<file path="src/hdl/host_cfg_pkg.sv">
// Shared constants for the host bus configuration and select block.
// Assumes a 32-bit AXI4-Lite register slave and 16-bit host I/O addresses.
package host_cfg_pkg;
    // ==========================================================
    // Register byte offsets
    localparam logic [7:0] OFS_EXT_ENABLE = 8'h00;
    localparam logic [7:0] OFS_ENABLE_B = 8'h04;
    localparam logic [7:0] OFS_MISC_OUT = 8'h08;
    localparam logic [7:0] OFS_PIN_DEF = 8'h0c;
    localparam logic [7:0] OFS_CLK_CFG = 8'h10;
    localparam logic [7:0] OFS_SWITCH_STAT = 8'h14;
    localparam logic [7:0] OFS_STRAP_CFG = 8'h18;
    // ==========================================================
    // Field positions
    localparam int EN_BIT = 0;
    localparam int ID_LSB = 4;
    localparam int MISC_CLK_LSB = 2;
    localparam int GPO_LSB = 0;
    localparam int CLK_EXT_BIT = 0;
    localparam int ALT_PAL_BIT = 1;
    localparam int MEM_CFG_LSB = 2;
    localparam int STAT_ISA_BIT = 3;
    localparam int STAT_SEL_BIT = 4;
    // ==========================================================
    // Field encodings
    localparam logic [1:0] GPO_HIZ = 2'h0;
    localparam logic [1:0] GPO_LOW = 2'h1;
    localparam logic [1:0] GPO_HIGH = 2'h2;
    localparam logic [1:0] MEM_256K = 2'h0;
    localparam logic [1:0] MEM_1M = 2'h1;
    localparam logic [1:0] MEM_512K = 2'h2;
    localparam logic [1:0] CLK_SEL_A = 2'h0;
    localparam logic [1:0] CLK_SEL_B = 2'h1;
    localparam logic [1:0] CLK_SEL_C = 2'h2;
    localparam logic [2:0] ISA_ID_MASK = 3'h7;
    localparam logic [2:0] MC_ID_MASK = 3'h3;
    localparam logic [2:0] STRAP_RESET = 3'h1;
    localparam logic [1:0] RESP_OKAY = 2'h0;
    localparam logic [1:0] RESP_DECERR = 2'h3;
    // ==========================================================
    // Host I/O ports
    localparam logic [15:0] PAL_FIRST = 16'h03c6;
    localparam logic [15:0] PAL_LAST = 16'h03c9;
    localparam logic [15:0] PAL_ALT_FIRST = 16'h83c6;
    localparam logic [15:0] PAL_ALT_LAST = 16'h83c9;
    localparam logic [15:0] HOST_STATUS_PORT = 16'h03d7;
    // ==========================================================
    // Pin synchroniser width and idle levels
    localparam int SYNC_W = 24;
    localparam logic [23:0] SYNC_IDLE = 24'h7e0000;
endpackage

</file>
<file path="src/hdl/palette_if.sv">
// Carrier between the host cycle logic and the palette port decoder.
// Assumes both ends sit on the same clock; the interface holds no state.
`timescale 1ns/100ps
interface palette_if;
    logic [15:0] addr;
    logic io_rd;
    logic io_wr;
    logic alt_en;
    logic pal_rd;
    logic pal_wr;
    modport core (output addr, io_rd, io_wr, alt_en, input pal_rd, pal_wr);
    modport decode (input addr, io_rd, io_wr, alt_en, output pal_rd, pal_wr);
endinterface

</file>
<file path="src/hdl/pin_sync.sv">
// Two-stage synchroniser for the host bus pins.
// Assumes the inputs are asynchronous to aclk; idle levels come in as RST_VAL.
`timescale 1ns/100ps
module pin_sync #(
    parameter int W = 1,
    parameter logic [W-1:0] RST_VAL = '0
) (
    // Clock and reset
    input wire logic aclk,
    input wire logic aresetn,
    // Pins in, synchronised levels out
    input wire logic [W-1:0] d,
    output logic [W-1:0] q
);
    typedef struct packed {
        logic [W-1:0] stage1;
        logic [W-1:0] stage2;
    } sync_state_t;

    sync_state_t st_reg;
    sync_state_t st_next;

    // ==========================================================
    // Shift chain; only the second stage is read
    always_comb begin
        st_next = st_reg;
        st_next.stage1 = d;
        st_next.stage2 = st_reg.stage1;
    end

    always_ff @(posedge aclk) begin
        if (!aresetn) begin
            st_reg <= {RST_VAL, RST_VAL};
        end else begin
            st_reg <= st_next;
        end
    end

    assign q = st_reg.stage2;
endmodule

</file>
<file path="src/hdl/palette_decode.sv">
// Palette DAC port decoder: standard and alternate port windows.
// Assumes qualified I/O strobes; gives combinational strobes back.
`timescale 1ns/100ps
module palette_decode (
    // Host cycle in, palette strobes out
    palette_if.decode p
);
    logic in_std;
    logic in_alt;

    // ==========================================================
    // Window compare and strobe generation
    always_comb begin
        in_std = (p.addr >= host_cfg_pkg::PAL_FIRST) && (p.addr <= host_cfg_pkg::PAL_LAST);
        in_alt = p.alt_en && (p.addr >= host_cfg_pkg::PAL_ALT_FIRST)
            && (p.addr <= host_cfg_pkg::PAL_ALT_LAST);
    end

    assign p.pal_rd = (in_std || in_alt) && p.io_rd;
    assign p.pal_wr = (in_std || in_alt) && p.io_wr;
endmodule

</file>
<file path="src/hdl/host_bus_config_select.sv">
// Host bus configuration and board select logic of a display controller.
// Assumes an AXI4-Lite master on aclk and asynchronous host bus pins.
`timescale 1ns/100ps
module host_bus_config_select (
    // Clock and reset
    input wire logic aclk,
    input wire logic aresetn,
    // AXI4-Lite write channels
    input wire logic [7:0] s_axi_awaddr,
    input wire logic s_axi_awvalid,
    output logic s_axi_awready,
    input wire logic [31:0] s_axi_wdata,
    input wire logic [3:0] s_axi_wstrb,
    input wire logic s_axi_wvalid,
    output logic s_axi_wready,
    output logic [1:0] s_axi_bresp,
    output logic s_axi_bvalid,
    input wire logic s_axi_bready,
    // AXI4-Lite read channels
    input wire logic [7:0] s_axi_araddr,
    input wire logic s_axi_arvalid,
    output logic s_axi_arready,
    output logic [31:0] s_axi_rdata,
    output logic [1:0] s_axi_rresp,
    output logic s_axi_rvalid,
    input wire logic s_axi_rready,
    // Host bus pins in
    input wire logic bus_reset,
    input wire logic [15:0] host_addr,
    input wire logic strap_switch_bit0,
    input wire logic strap_switch_bit1,
    input wire logic strap_switch_bit2,
    input wire logic io_read_n,
    input wire logic io_write_n,
    input wire logic mem_read_n,
    input wire logic mem_write_n,
    // Host bus responses
    output logic [15:0] host_data_out,
    output logic [1:0] host_data_oe,
    output logic ready_out,
    output logic ready_oe,
    output logic io_size16_n_out,
    output logic io_size16_n_oe,
    // Palette strobes
    output logic palette_read_n,
    output logic palette_write_n,
    // Clock pins
    input wire logic dot_clock_input_a,
    input wire logic dot_clock_input_b,
    input wire logic dot_clock_input_c,
    output logic ext_clock_mux_sel_low,
    output logic ext_clock_mux_sel_low_oe,
    output logic ext_clock_mux_sel_high,
    output logic ext_clock_mux_sel_high_oe,
    output logic dot_clock_out,
    // General output and status
    output logic general_output_pin,
    output logic general_output_pin_oe,
    output logic [1:0] display_mem_config,
    output logic bus_is_isa,
    output logic board_selected
);
    typedef struct packed {
        logic aw_held;
        logic [7:0] aw_addr;
        logic w_held;
        logic [31:0] w_data;
        logic [3:0] w_strb;
        logic bvalid;
        logic [1:0] bresp;
        logic rvalid;
        logic [31:0] rdata;
        logic [1:0] rresp;
        logic enable_a;
        logic enable_b;
        logic [2:0] board_id;
        logic [1:0] misc_clk_sel;
        logic [1:0] gpo_mode;
        logic ext_clk_mode;
        logic alt_pal_en;
        logic [1:0] mem_cfg;
        logic [2:0] strap;
        logic [2:0] switches;
        logic bus_reset_d;
        logic [15:0] host_rdata;
        logic [1:0] host_oe;
    } state_t;

    state_t st_reg;
    state_t st_next;
    logic [23:0] sync_q;
    logic bus_rst_s;
    logic [15:0] addr_s;
    logic [2:0] sw_s;
    logic ior_s_n;
    logic iow_s_n;
    logic memr_s_n;
    logic memw_s_n;
    logic isa;
    logic io_rd;
    logic io_wr;
    logic board_match;
    logic ext_ok;
    logic [2:0] id_mask;

    palette_if pif ();

    // ==========================================================
    // Pin synchronisers
    pin_sync #(
        .W(host_cfg_pkg::SYNC_W),
        .RST_VAL(host_cfg_pkg::SYNC_IDLE)
    ) u_sync (
        .aclk(aclk),
        .aresetn(aresetn),
        .d({bus_reset, mem_write_n, mem_read_n, io_write_n, io_read_n,
            strap_switch_bit1, strap_switch_bit0, strap_switch_bit2, host_addr}),
        .q(sync_q)
    );

    // Synchronised pin fields
    assign addr_s = sync_q[15:0];
    assign sw_s = {sync_q[16], sync_q[18], sync_q[17]};
    assign ior_s_n = sync_q[19];
    assign iow_s_n = sync_q[20];
    assign memr_s_n = sync_q[21];
    assign memw_s_n = sync_q[22];
    assign bus_rst_s = sync_q[23];

    // ==========================================================
    // Host cycle qualification and board select
    always_comb begin
        isa = st_reg.strap[0];
        if (isa) begin
            io_rd = !ior_s_n && !sw_s[0];
            io_wr = !iow_s_n && !sw_s[0];
            id_mask = host_cfg_pkg::ISA_ID_MASK;
        end else begin
            io_rd = !ior_s_n && !iow_s_n && !memr_s_n && memw_s_n;
            io_wr = !ior_s_n && !iow_s_n && memr_s_n && !memw_s_n;
            id_mask = host_cfg_pkg::MC_ID_MASK;
        end
        board_match = ((st_reg.board_id ^ st_reg.strap) & id_mask) == 3'h0;
        ext_ok = st_reg.enable_a && st_reg.enable_b;
    end

    // Palette decode, gated by board match
    assign pif.addr = addr_s;
    assign pif.io_rd = io_rd && board_match;
    assign pif.io_wr = io_wr && board_match;
    assign pif.alt_en = st_reg.alt_pal_en;

    palette_decode u_pal (
        .p(pif.decode)
    );

    // ==========================================================
    // Next state: AXI slave, registers, strap and host responses
    always_comb begin
        logic [31:0] rd;
        rd = 32'h0000_0000;
        st_next = st_reg;
        // Write address and data taken in either order
        if (s_axi_awvalid && s_axi_awready) begin
            st_next.aw_held = 1'b1;
            st_next.aw_addr = s_axi_awaddr;
        end
        if (s_axi_wvalid && s_axi_wready) begin
            st_next.w_held = 1'b1;
            st_next.w_data = s_axi_wdata;
            st_next.w_strb = s_axi_wstrb;
        end
        if (st_reg.bvalid && s_axi_bready) begin
            st_next.bvalid = 1'b0;
        end
        // Register write once both halves are held
        if (st_reg.aw_held && st_reg.w_held && !st_reg.bvalid) begin
            st_next.aw_held = 1'b0;
            st_next.w_held = 1'b0;
            st_next.bvalid = 1'b1;
            st_next.bresp = host_cfg_pkg::RESP_OKAY;
            unique case (st_reg.aw_addr)
                host_cfg_pkg::OFS_EXT_ENABLE: begin
                    if (st_reg.w_strb[0]) begin
                        st_next.enable_a = st_reg.w_data[host_cfg_pkg::EN_BIT];
                        st_next.board_id = st_reg.w_data[host_cfg_pkg::ID_LSB +: 3];
                    end
                end
                host_cfg_pkg::OFS_ENABLE_B: begin
                    if (st_reg.w_strb[0]) begin
                        st_next.enable_b = st_reg.w_data[host_cfg_pkg::EN_BIT];
                    end
                end
                host_cfg_pkg::OFS_MISC_OUT: begin
                    // Standard register keeps only its clock select field
                    if (st_reg.w_strb[0]) begin
                        st_next.misc_clk_sel = st_reg.w_data[host_cfg_pkg::MISC_CLK_LSB +: 2];
                    end
                end
                host_cfg_pkg::OFS_PIN_DEF: begin
                    if (st_reg.w_strb[0] && ext_ok) begin
                        st_next.gpo_mode = st_reg.w_data[host_cfg_pkg::GPO_LSB +: 2];
                    end
                end
                host_cfg_pkg::OFS_CLK_CFG: begin
                    if (st_reg.w_strb[0] && ext_ok) begin
                        st_next.ext_clk_mode = st_reg.w_data[host_cfg_pkg::CLK_EXT_BIT];
                        st_next.alt_pal_en = st_reg.w_data[host_cfg_pkg::ALT_PAL_BIT];
                        // Unsupported memory code leaves the size unchanged
                        if (st_reg.w_data[host_cfg_pkg::MEM_CFG_LSB +: 2] != 2'h3) begin
                            st_next.mem_cfg = st_reg.w_data[host_cfg_pkg::MEM_CFG_LSB +: 2];
                        end
                    end
                end
                host_cfg_pkg::OFS_SWITCH_STAT, host_cfg_pkg::OFS_STRAP_CFG: begin
                    st_next.bresp = host_cfg_pkg::RESP_OKAY;
                end
                default: begin
                    st_next.bresp = host_cfg_pkg::RESP_DECERR;
                end
            endcase
        end
        // Register read
        unique case (s_axi_araddr)
            host_cfg_pkg::OFS_EXT_ENABLE:
                rd = {25'h0, st_reg.board_id, 3'h0, st_reg.enable_a};
            host_cfg_pkg::OFS_ENABLE_B: rd = {31'h0, st_reg.enable_b};
            host_cfg_pkg::OFS_MISC_OUT: rd = {28'h0, st_reg.misc_clk_sel, 2'h0};
            host_cfg_pkg::OFS_PIN_DEF: rd = {30'h0, st_reg.gpo_mode};
            host_cfg_pkg::OFS_CLK_CFG:
                rd = {28'h0, st_reg.mem_cfg, st_reg.alt_pal_en, st_reg.ext_clk_mode};
            host_cfg_pkg::OFS_SWITCH_STAT:
                rd = {27'h0, board_match, isa, st_reg.switches};
            host_cfg_pkg::OFS_STRAP_CFG: rd = {29'h0, st_reg.strap};
            default: rd = 32'h0000_0000;
        endcase
        if (st_reg.rvalid && s_axi_rready) begin
            st_next.rvalid = 1'b0;
        end
        if (s_axi_arvalid && s_axi_arready) begin
            st_next.rvalid = 1'b1;
            st_next.rdata = rd;
            st_next.rresp = (s_axi_araddr > host_cfg_pkg::OFS_STRAP_CFG
                || s_axi_araddr[1:0] != 2'h0) ? host_cfg_pkg::RESP_DECERR
                : host_cfg_pkg::RESP_OKAY;
        end
        // Switch capture while the command strobe is low
        if (!ior_s_n) begin
            st_next.switches = sw_s;
        end
        // Host read of the status port, byte lanes by transfer width
        st_next.host_rdata = {11'h0, board_match, isa, st_reg.switches};
        if (io_rd && board_match && addr_s == host_cfg_pkg::HOST_STATUS_PORT) begin
            st_next.host_oe = {!sw_s[1], 1'b1};
        end else begin
            st_next.host_oe = 2'h0;
        end
        // Strap latch at the falling edge of bus reset
        st_next.bus_reset_d = bus_rst_s;
        if (!bus_rst_s && st_reg.bus_reset_d) begin
            st_next.strap = sw_s;
        end
        // Bus reset clears register configuration, captured switches and host enables, not the straps
        if (bus_rst_s) begin
            st_next.enable_a = 1'b0;
            st_next.enable_b = 1'b0;
            st_next.board_id = 3'h0;
            st_next.misc_clk_sel = host_cfg_pkg::CLK_SEL_A;
            st_next.gpo_mode = host_cfg_pkg::GPO_HIZ;
            st_next.ext_clk_mode = 1'b0;
            st_next.alt_pal_en = 1'b0;
            st_next.mem_cfg = host_cfg_pkg::MEM_256K;
            st_next.switches = 3'h0;
            st_next.host_oe = 2'h0;
        end
    end

    always_ff @(posedge aclk) begin
        if (!aresetn) begin
            st_reg <= '0;
            st_reg.strap <= host_cfg_pkg::STRAP_RESET;
        end else begin
            st_reg <= st_next;
        end
    end

    // ==========================================================
    // AXI handshake and response outputs
    assign s_axi_awready = !st_reg.aw_held && !st_reg.bvalid;
    assign s_axi_wready = !st_reg.w_held && !st_reg.bvalid;
    assign s_axi_bvalid = st_reg.bvalid;
    assign s_axi_bresp = st_reg.bresp;
    assign s_axi_arready = !st_reg.rvalid;
    assign s_axi_rvalid = st_reg.rvalid;
    assign s_axi_rdata = st_reg.rdata;
    assign s_axi_rresp = st_reg.rresp;

    // Host bus responses, silent unless this board is selected
    assign host_data_out = st_reg.host_rdata;
    assign host_data_oe = st_reg.host_oe;
    assign ready_out = 1'b1;
    assign ready_oe = board_match && (io_rd || io_wr);
    assign io_size16_n_out = 1'b0;
    assign io_size16_n_oe = board_match && (io_rd || io_wr) && !sw_s[1];
    assign palette_read_n = !pif.pal_rd;
    assign palette_write_n = !pif.pal_wr;

    // ==========================================================
    // Dot clock selection, internal or external mux
    always_comb begin
        if (st_reg.ext_clk_mode) begin
            dot_clock_out = dot_clock_input_a;
        end else begin
            unique case (st_reg.misc_clk_sel)
                host_cfg_pkg::CLK_SEL_B: dot_clock_out = dot_clock_input_b;
                host_cfg_pkg::CLK_SEL_C: dot_clock_out = dot_clock_input_c;
                default: dot_clock_out = dot_clock_input_a;
            endcase
        end
    end

    assign ext_clock_mux_sel_low = st_reg.misc_clk_sel[0];
    assign ext_clock_mux_sel_high = st_reg.misc_clk_sel[1];
    assign ext_clock_mux_sel_low_oe = st_reg.ext_clk_mode;
    assign ext_clock_mux_sel_high_oe = st_reg.ext_clk_mode;

    // General output, ISA mode only
    assign general_output_pin = (st_reg.gpo_mode == host_cfg_pkg::GPO_HIGH);
    assign general_output_pin_oe = isa && ((st_reg.gpo_mode == host_cfg_pkg::GPO_LOW)
        || (st_reg.gpo_mode == host_cfg_pkg::GPO_HIGH));
    assign display_mem_config = st_reg.mem_cfg;
    assign bus_is_isa = isa;
    assign board_selected = board_match;
endmodule

</file>
<file path="config.mk">
export PLATFORM = sky130hd
export DESIGN_NAME = host_bus_config_select
export DESIGN_NICKNAME = d
export VERILOG_FILES = /design/src/hdl/host_cfg_pkg.sv /design/src/hdl/palette_if.sv /design/src/hdl/pin_sync.sv /design/src/hdl/palette_decode.sv /design/src/hdl/host_bus_config_select.sv
export SDC_FILE = /design/constraint.sdc
export NUM_CORES = 1
export LEC_CHECK = 0
export BUFFER_PORTS_ARGS = -buffer_cell sky130_fd_sc_hd__buf_2
export CORE_UTILIZATION = 36
export DETAILED_ROUTE_END_ITERATION = 6
export HOLD_SLACK_MARGIN = 0.15
export SYNTH_ARGS = -nofsm -noshare
export SYNTH_HDL_FRONTEND = slang
export SYNTH_SLANG_ARGS = --single-unit
export TNS_END_PERCENT = 100
</file>
<file path="constraint.sdc">
create_clock -name aclk -period 4.54 [get_ports aclk]
set_input_delay 0.908 -clock aclk [delete_from_list [all_inputs] [get_ports aclk]]
set_output_delay 0.908 -clock aclk [all_outputs]
set_load 0.01 [all_outputs]
</file>
-- Word level (Yosys, flattened, before mapping)
Cells that the tools add are included.
- bits in registers: 170
- input bits: 86
- output and inout bits: 76
- logic and storage cells: 130
- order comparisons: 5
- equality and inequality tests: 18
- multiplexer cells: 13
- bitwise logic cells: 4
- reductions and logical operators: 63
- operator list (kind ; count):
    one-hot mux 7 bit (7 select lines) ; 1
    == test 8 x 5 -> 1 bit (second input constant) ; 6
    2-to-1 mux 35 bit ; 1
    == test 8 x 4 -> 1 bit (second input constant) ; 4
    logical AND 1 bit ; 30
    == test 16 x 10 -> 1 bit (second input constant) ; 1
    == test 8 x 3 -> 1 bit (second input constant) ; 2
    greater-or-equal comparator 16 x 10 -> 1 bit (second input constant) ; 1
    greater-or-equal comparator 16 bit (second input constant) ; 1
    <= comparator 16 x 10 -> 1 bit (second input constant) ; 1
    <= comparator 16 bit (second input constant) ; 1
    logical NOT 8 bit ; 2
    AND reduction 3 bit ; 5
    logical NOT 1 bit ; 13
    > comparator 8 x 5 -> 1 bit (second input constant) ; 1
    OR reduction 7 bit ; 1
    2-to-1 mux 1 bit ; 6
    2-to-1 mux 3 bit ; 2
    nonzero test 2 bit ; 3
    == test 2 x 1 -> 1 bit (second input constant) ; 2
    == test 2 bit (second input constant) ; 2
    logical OR 1 bit ; 4
    2-to-1 mux 2 bit ; 2
    AND reduction 4 bit ; 1
    8 further kinds ; 10

-- Depth between registers and ports, before layout
Gate-level depths: netlist (run 1).
- word-level depth: 9
- depth in mapped cells: 6
- depth with buffers taken out: 5

-- Modules after synthesis
Synthesis (run 1) repeated with hierarchy kept, for this count alone.
- cells, all modules: 461
- area, all modules: 4336.7 µm²
- by module, submodules not included (module ; instances ; cells each ; area an instance (µm²) ; seq. area each (µm²)):
    host_bus_config_select ; 1 ; 350 ; 2945.3 ; 1121.1
    pin_sync ; 1 ; 101 ; 1301.2 ; 960.9
    palette_decode ; 1 ; 10 ; 90.1 ; 0.0

-- Worst setup path after synthesis (run 1)
Ideal clock, no wire load.
- path kind: register -> output
- from: register st_reg, in the netlist bus_is_isa
- to: output port io_size16_n_oe
- arrival time: 1.574 ns
- required time: 3.632 ns
- slack: 2.058 ns
- stages on the path, launching flop included: 6
- buffers on the path: 1
- path through: dfxtp_1 buf_2 or4b_1 a21oi_1 o21a_1 nor2b_1
- word-level cells in the longest chain between the ends: 5
- elaborated cells on any way between the ends: 9
- classes of those cells: mux: 3; bitwise: 2; reduce/logical: 4
- ends and longest elaborated chain (what ; line ; text):
    start: declaration ; host_bus_config_select.sv:89 ; state_t st_reg;
    start signal: assignment ; host_bus_config_select.sv:283 ; st_reg <= st_next;
    XOR 3 bit or 2-to-1 mux 3 bit (tied branches) ; host_bus_config_select.sv:143, host_bus_config_select.sv:134 ;
    AND 3 bit ; host_bus_config_select.sv:143 ; board_match = ((st_reg.board_id ^ st_reg.strap) & id_mask) == 3'h0;
    logical NOT 3 bit ; host_bus_config_select.sv:143 ;
    logical AND 1 bit (*) ; n/a ;
    named net ready_oe ; host_bus_config_select.sv:41 ; output logic ready_oe,
    logical AND 1 bit (*) ; host_bus_config_select.sv:304 ; assign io_size16_n_oe = board_match && (io_rd || io_wr) && !sw_s[1];
    end: declaration ; host_bus_config_select.sv:43 ; output logic io_size16_n_oe,
Mark *: on every way through the listed nets, which the timed path passes. The rest lies on a longest branch.

-- Worst setup path in the final report (run 1)
- from: register st_reg, in the netlist bus_is_isa
- to: output port io_size16_n_oe
- word-level cells in the longest chain between the ends: 5
- elaborated cells on any way between the ends: 9
- classes of those cells: mux: 3; bitwise: 2; reduce/logical: 4
- ends and longest elaborated chain (what ; line):
    XOR 3 bit or 2-to-1 mux 3 bit (tied branches) ; host_bus_config_select.sv:143, host_bus_config_select.sv:134
    AND 3 bit ; host_bus_config_select.sv:143
    logical NOT 3 bit ; host_bus_config_select.sv:143
    logical AND 1 bit (*) (2 in a row) ; host_bus_config_select.sv:304
Mark *: on every way between the ends. The rest lies on a longest branch, timed or not.

==> impl_metrics.json, run 1 <==
{
  "num_vias": 3066,
  "synth_area_leader_cell": "dfxtp_1",
  "synth_area_per_cell_um2": 9.34,
  "fin_nets": 616,
  "vdd_drop_max_v": 0.000182,
  "finClkSkew_ns": 0.00708,
  "timing.rr.start": "s_axi_rvalid$_SDFFE_PN0P_",
  "max_freq_mhz": 334,
  "rrSetupSlack_ns": 2.87,
  "rows": 39,
  "hold_end": "u_sync.q[19]$_SDFF_PN1_",
  "syn_to_final_growth_pct": 13.7,
  "cp_max_fo": 12,
  "cts_tree": "done",
  "power.leakage_nw": 2.12,
  "synth_edf_count": 0,
  "critical_path.cell_chain": "or4b_1 > a21oi_1 > o21a_1 > nor2b_1 > buf_2",
  "required_ns": 3.63,
  "finalHoldViolations": 0,
  "synthCells": 463,
  "critPathArrivalTime_ns": 2.09,
  "viasPerCell": 4.54,
  "wire_per_inst_um": 12.1,
  "routed_wirelength_um": 8200,
  "die_w_um": 112,
  "cts.reportedPaths.clkPinSlew_ns": 0.07,
  "drc_errors": 17,
  "hold_class": "reg2reg",
  "cts.sink_count": 104,
  "overflow": 0,
  "largest_register_ffs": 28,
  "numCtsBuffers": 9,
  "r2r_cells": 4,
  "ys_seq_area_share_pct": 48.1,
  "grt_setup_unrepaired": "false",
  "synth_top_area_share_pct": 48.1,
  "core-area_mm2": 0.0116,
  "max_stage_delay_ns": 0.56,
  "insertion_delay_ns": 0.35,
  "violations": "design-rule violations",
  "r2r_end": "s_axi_rdata[1]$_SDFFE_PN0P_",
  "post_cts_buffers": 0,
  "status": "finished with violations",
  "critPathKind": "reg2out",
  "grt_pass1_vias": 2824,
  "cp-end-kind": "output pin",
  "slowest_stage": "or4b_1",
  "max-cap-violations": 0,
  "yosys_warnings": 0,
  "die_y_um": 112,
  "period_needed_ns": 3.00,
  "syn_area_mm2": 0.00433,
  "cts_root_buf": "clkbuf_16",
  "drt-initial-drc-count": 149,
  "antenna_found_initial": 0,
  "start_kind": "flop",
  "ioPinCount": 162,
  "track_usage_pct": 13.8,
  "synth.ff_latch_count": 104,
  "post-dp-hpwl_um": 6180,
  "antenna_left": 0,
  "p_per_area_mw_per_mm2": 390,
  "htreeDepth": 3,
  "synth.most_common_cell": "dfxtp_1",
  "synth_top_flop_cell": "dfxtp_1",
  "worstHoldStart": "u_sync.st_next[19]$_SDFF_PN1_",
  "grt_pass1_wl_um": 13600,
  "postSynth.asyncResetShare_pct": 0,
  "dieArea_mm2": 0.0125,
  "drt-pass1-iter-count": 7,
  "drive_gt1_share_pct": 22.7,
  "synth_common_cells": "dfxtp_1, buf_4, and2_1, nand2_1",
  "ctsHoldBuffers": 0,
  "cts_max_path_buffers": 2,
  "total_power_w": 0.00192,
  "start_util_pct": 37.4,
  "diodes": 0,
  "setup-violations-final": 0,
  "ys_types": 51,
  "tns_ns": 0,
  "synth_area_leaders": "dfxtp_1, buf_4, and2_1",
  "slew_headroom_pct": 57.7,
  "timing.final.crit_share_pct": 66.0,
  "port_buffers": 95,
  "max_slew.worst_pin.slew_ns": 0.635,
  "grt_max_degree": 87,
  "postCtsResizedCells": 0,
  "gp_congestion": 0.752,
  "whs_path_depth": 1,
  "drv_slew": 0
}
==> area by class of cell <==
class                           count  area (um^2)
Sequential cell                   104         2080
Clock inverter                      7         98.8
Fill cell                        1167         6650
Tap cell                          143          179
Timing Repair Buffer               96          483
Clock buffer                        9          225
Multi-Input combinational cell    307         1820
Inverter                            9         33.8
==> report_power, final <==
group	internal (W)	switching, W	total (W)
combinational	0.0000587	0.0000805	0.000139
clock	0.000446	0.000367	0.000813
sequential	0.000948	0.0000217	0.000969
total	0.00145	0.000469	0.00192
==> worst max path at each step <==
| stage | start | end | slack (ns) |
|---|---|---|---|
| global route | bus_is_isa$_SDFFE_PN1P_ | io_size16_n_oe | 1.38 |
| global placement | bus_is_isa$_SDFFE_PN1P_ | io_size16_n_oe | 1.92 |
| CTS | bus_is_isa$_SDFFE_PN1P_ | io_size16_n_oe | 1.50 |
| detailed placement | bus_is_isa$_SDFFE_PN1P_ | io_size16_n_oe | 1.90 |
| finish | bus_is_isa$_SDFFE_PN1P_ | io_size16_n_oe | 1.54 |
| floorplan | bus_is_isa$_SDFFE_PN1P_ | io_size16_n_oe | 2.06 |
==> routing by layer <==
layer  track usage [%]  wire length, um  vias to the layer above
li1                  -                -                     1589
met1              18.1             4070                     1361
met2              21.6             3600                      105
met3              3.16              399                       11
met4              6.22              129                        0
met5                 0                0                        -
==> cell families after synthesis <==
kind of cell / synth area share, %
AND/OR/NAND/NOR: 23.6
XOR/XNOR: 0.405
AO/OA/AOI/OAI: 11.0
other: 0.174
adder cells (fa/ha/maj): 0.868
buffers and inverters: 13.0
multiplexers: 2.83
flip-flops: 48.1
==> through the flow <==
step	setup slack, ns	area [um^2]	hold slack (ns)	instances	utilization, %
after floorplan	2.06	4460	0.386	499	-
after global placement	1.92	4600	0.400	659	39.7
after detailed placement	1.90	4600	0.398	659	39.7
after CTS	1.50	4920	0.416	675	42.5
after global routing	1.38	4920	0.443	675	42.5
final	1.54	4920	0.411	675	42.5
==> layout by cell type (no fill, tap or decap), types with 3 or more instances in the layout <==
master     netlist  routed
dfxtp_1        104     104
clkbuf_16        0       9
ha_1             3       3
nor2b_1         11      11
o21a_1           3       3
a21boi_1        10      10
nand4_1          7       7
o21ai_0         11      11
a21boi_0         9       9
a22oi_1          6       6
nand4b_1         3       3
nand2b_1        18      18
a21oi_1         12      12
nand3_1         14      14
nor4_1           3       3
buf_2            1      95
nand2_1         44      44
conb_1           2      38
o21ai_1          6       6
mux2i_1         10      10
and2_1          44      44
inv_1            9       9
nor3_1           5       5
nand3b_1         3       3
nor2_1          15      15
==> critical path: cells and delay by family, from the launching register on <==
family | cells | cell delay, ns
simple gates | 2 | 0.69
compound gates | 2 | 0.47
flops | 1 | 0.45
buf+inv | 1 | 0.13
No activity file was read; power rests on OpenSTA's default activity.
==> run 2, diff against run 1 <==
--- a/config.mk
+++ b/config.mk
@@ -5,6 +5,7 @@
 export SDC_FILE = /design/constraint.sdc
 export NUM_CORES = 1
 export LEC_CHECK = 0
+export ABC_AREA = 1
 export BUFFER_PORTS_ARGS = -buffer_cell sky130_fd_sc_hd__buf_2
 export CORE_UTILIZATION = 36
 export DETAILED_ROUTE_END_ITERATION = 6
==> constraint.sdc (replaced) <==
create_clock -name aclk -period 3.1 [get_ports aclk]
set_input_delay 0.62 -clock aclk [delete_from_list [all_inputs] [get_ports aclk]]
set_output_delay 0.62 -clock aclk [all_outputs]
set_load 0.01 [all_outputs]
==> run 2 against run 1 <==
Net effect: the flow still finishes with violations (design-rule violations); setup slack got worse by 0.79 ns; global-route usage up 0.21 points; final cell count increased by 18%; clock power up 39%; sequential power grew 48%; total power is 46% higher; combinational power rose by 73%; register-to-register slack got worse by 1.3 ns; synthesized cell count rose by 24%; clock skew rose by 0.00095 ns; via count up 11%; sequential share of layout area decreased by 0.58 points; critical path type unchanged; highest routed layer unchanged.
==> impl_metrics.json, run 2 <==
{
  "start_util_pct": 37.7,
  "slowest_stage": "dfxtp_1",
  "violations": "design-rule violations",
  "r2r_end": "st_reg[37]$_SDFFE_PP0P_",
  "synth_edf_count": 0,
  "combPwrFrac_pct": 8.6,
  "antenna_found_initial": 0,
  "layout_commonest_cell": "dfxtp_1",
  "vdd_drop_max_v": 0.000226,
  "largest_register_ffs": 28,
  "worstHoldStart": "u_sync.st_next[13]$_SDFF_PN0_",
  "routed_wirelength_um": 8300,
  "syn_area_mm2": 0.00437,
  "num_vias": 3402,
  "p_int_w": 0.00213,
  "synth.most_common_cell": "dfxtp_1",
  "power.leakage_nw": 2.62,
  "antenna_left": 0,
  "cts.sink_count": 104,
  "met2_usage_pct": 23.7,
  "postSynth.asyncResetShare_pct": 0,
  "utilization_pct": 43.0,
  "ys_seq_area_share_pct": 47.6,
  "fin_nets": 736,
  "required_ns": 2.48,
  "max_slew.worst_pin.slew_ns": 0.781,
  "yosys_warnings": 0,
  "period_needed_ns": 2.35,
  "drc_errors": 9,
  "synthCells": 575,
  "grt_util_met3_pct": 3.51,
  "ioPinCount": 162,
  "timing.rr.start": "u_sync.q[23]$_SDFF_PN0_",
  "finalHoldViolations": 0,
  "grtUsageMet1_pct": 17.5,
  "drt-initial-drc-count": 115,
  "viasPerCell": 4.28,
  "swShare_pct": 23.8,
  "synth_top_area_share_pct": 47.6,
  "hold_class": "reg2reg",
  "gp_congestion": 0.797,
  "diodes": 0,
  "switching_power_w": 0.000665,
  "post-dp-hpwl_um": 6400,
  "drive_gt1_share_pct": 21.0,
  "rrSetupSlack_ns": 1.57,
  "setup-violations-final": 0,
  "rows": 39,
  "synth_area_leader_cell": "dfxtp_1",
  "drv_slew": 0,
  "max_stage_delay_ns": 0.40,
  "synth_top_flop_cell": "dfxtp_1",
  "ctsHoldBuffers": 0,
  "max_freq_mhz": 425,
  "grt_pass1_vias": 3155,
  "die_w_um": 112,
  "postCtsResizedCells": 0,
  "max-cap-violations": 0,
  "synth.ff_latch_count": 104,
  "whs_path_depth": 2,
  "timing.final.crit_share_pct": 75.9,
  "hold_end": "u_sync.q[13]$_SDFF_PN0_",
  "slew_headroom_pct": 47.7,
  "r2r_cells": 3,
  "synth_area_leaders": "dfxtp_1, buf_4, nand2_1",
  "critical_path.cell_chain": "or2_1 > a21oi_2 > nand2_2 > a21oi_2 > nor2_1 > nor2_1 > buf_2",
  "critPathArrivalTime_ns": 1.73,
  "synth_common_cells": "dfxtp_1, nand2_1, inv_1, nor2_1, buf_4",
  "core-area_mm2": 0.0116,
  "syn_to_final_growth_pct": 14.0,
  "synth_area_per_cell_um2": 7.61,
  "insertion_delay_ns": 0.34,
  "grt_max_degree": 68,
  "overflow": 0,
  "drt-pass1-iter-count": 6,
  "grt_pass1_wl_um": 14200,
  "numCtsBuffers": 9,
  "wire_per_inst_um": 10.4,
  "cts_max_path_buffers": 2,
  "layout_common_cells": "dfxtp_1, nand2_1, buf_2",
  "start_kind": "flop",
  "clockPowerShare_pct": 40.3,
  "cp_max_fo": 8,
  "dieArea_mm2": 0.0126,
  "cp-end-kind": "output pin",
  "cts.reportedPaths.clkPinSlew_ns": 0.07,
  "htreeDepth": 3,
  "ys_types": 30,
  "p_per_area_mw_per_mm2": 561,
  "status": "finished with violations",
  "critPathKind": "reg2out",
  "cts_root_buf": "clkbuf_16",
  "port_buffers": 95,
  "cts_tree": "done",
  "die_y_um": 112,
  "post_cts_buffers": 0,
  "grt_setup_unrepaired": "false",
  "tns_ns": 0,
  "busiest_layer": "met2",
  "finClkSkew_ns": 0.00803,
  "track_usage_pct": 14.0,
  "power_frac_seq_pct": 51.0
}
## run 2: cell count changes after synthesis, sizes merged, moves of 7 or more
| cell | previous run | this run |
|---|---|---|
| o21ai | 17 | 35 |
| nor3 | 6 | 13 |
| nand2b | 18 | 0 |
| nor2b | 11 | 0 |
| nand3 | 14 | 26 |
| clkbuf | 18 | 10 |
| a21oi | 12 | 34 |
| mux2i | 10 | 0 |
| and2 | 44 | 0 |
| or2 | 3 | 13 |
| inv | 9 | 90 |
| nor2 | 15 | 64 |
| a21boi | 19 | 0 |
| nand2 | 44 | 102 |
## run 2: final cells by class
class	instances	area, um^2
multi-input combinational	345	1590
tap	143	179
clock inverter	6	66.3
clock buffer	10	239
fill	1215	6630
timing repair buffer	97	490
inverter	90	338
sequential	104	2080
## run 2: worst max path at each step
stage	depth (start not counted)	slack [ns]	from	end
2_1_floorplan	6	1.25	bus_is_isa$_SDFFE_PN1P_	io_size16_n_oe
3_3_place_gp	6	0.94	aresetn	display_mem_config[0]$_SDFFE_PP0P_
3_5_place_dp	6	0.89	aresetn	st_reg[37]$_SDFFE_PP0P_
4_1_cts	7	0.71	bus_is_isa$_SDFFE_PN1P_	io_size16_n_oe
5_1_grt	7	0.56	bus_is_isa$_SDFFE_PN1P_	io_size16_n_oe
6_report	7	0.75	bus_is_isa$_SDFFE_PN1P_	io_size16_n_oe
## run 2: stage by stage
step                setup slack, ns  area [um^2]  cells  hold slack (ns)  total power (W)
floorplan                      1.25         4510    611            0.390          0.00166
global placement              0.936         4680    779            0.397          0.00169
detailed placement            0.891         4680    779            0.398          0.00170
CTS                           0.715         4990    795            0.413          0.00283
global route                  0.558         4990    795            0.433          0.00294
finish                        0.747         4990    795            0.413          0.00280
## run 2: critical path, delay by kind of cell (launching register included)
kind / cells / cell delay (ns)
simple gates: 4 / 0.55
flops: 1 / 0.40
compound gates: 2 / 0.32
buf+inv: 1 / 0.13
## run 2: cells by family after synthesis
family	share of synthesized area, %
flip-flops	47.6
AND/OR/NAND/NOR	22.1
AO/OA/AOI/OAI	9.78
other	0.172
buffers and inverters	19.1
adder cells (fa/ha/maj)	0.858
XOR/XNOR	0.401
## run 2: layer usage
metal / part of all wire [%] / wire, um
met5: 0 / 0
met4: 1.3 / 108
met3: 5.1 / 426
met2: 47 / 3870
met1: 47 / 3900
## run 2: power groups by stage
stage	sequential, W	clock [W]	combinational [W]
2_1_floorplan	0.00145	0	0.000207
3_3_place_gp	0.00146	0	0.000236
3_5_place_dp	0.00146	0	0.000243
4_1_cts	0.00143	0.00116	0.000243
5_1_grt	0.00144	0.00122	0.000280
6_report	0.00143	0.00113	0.000241
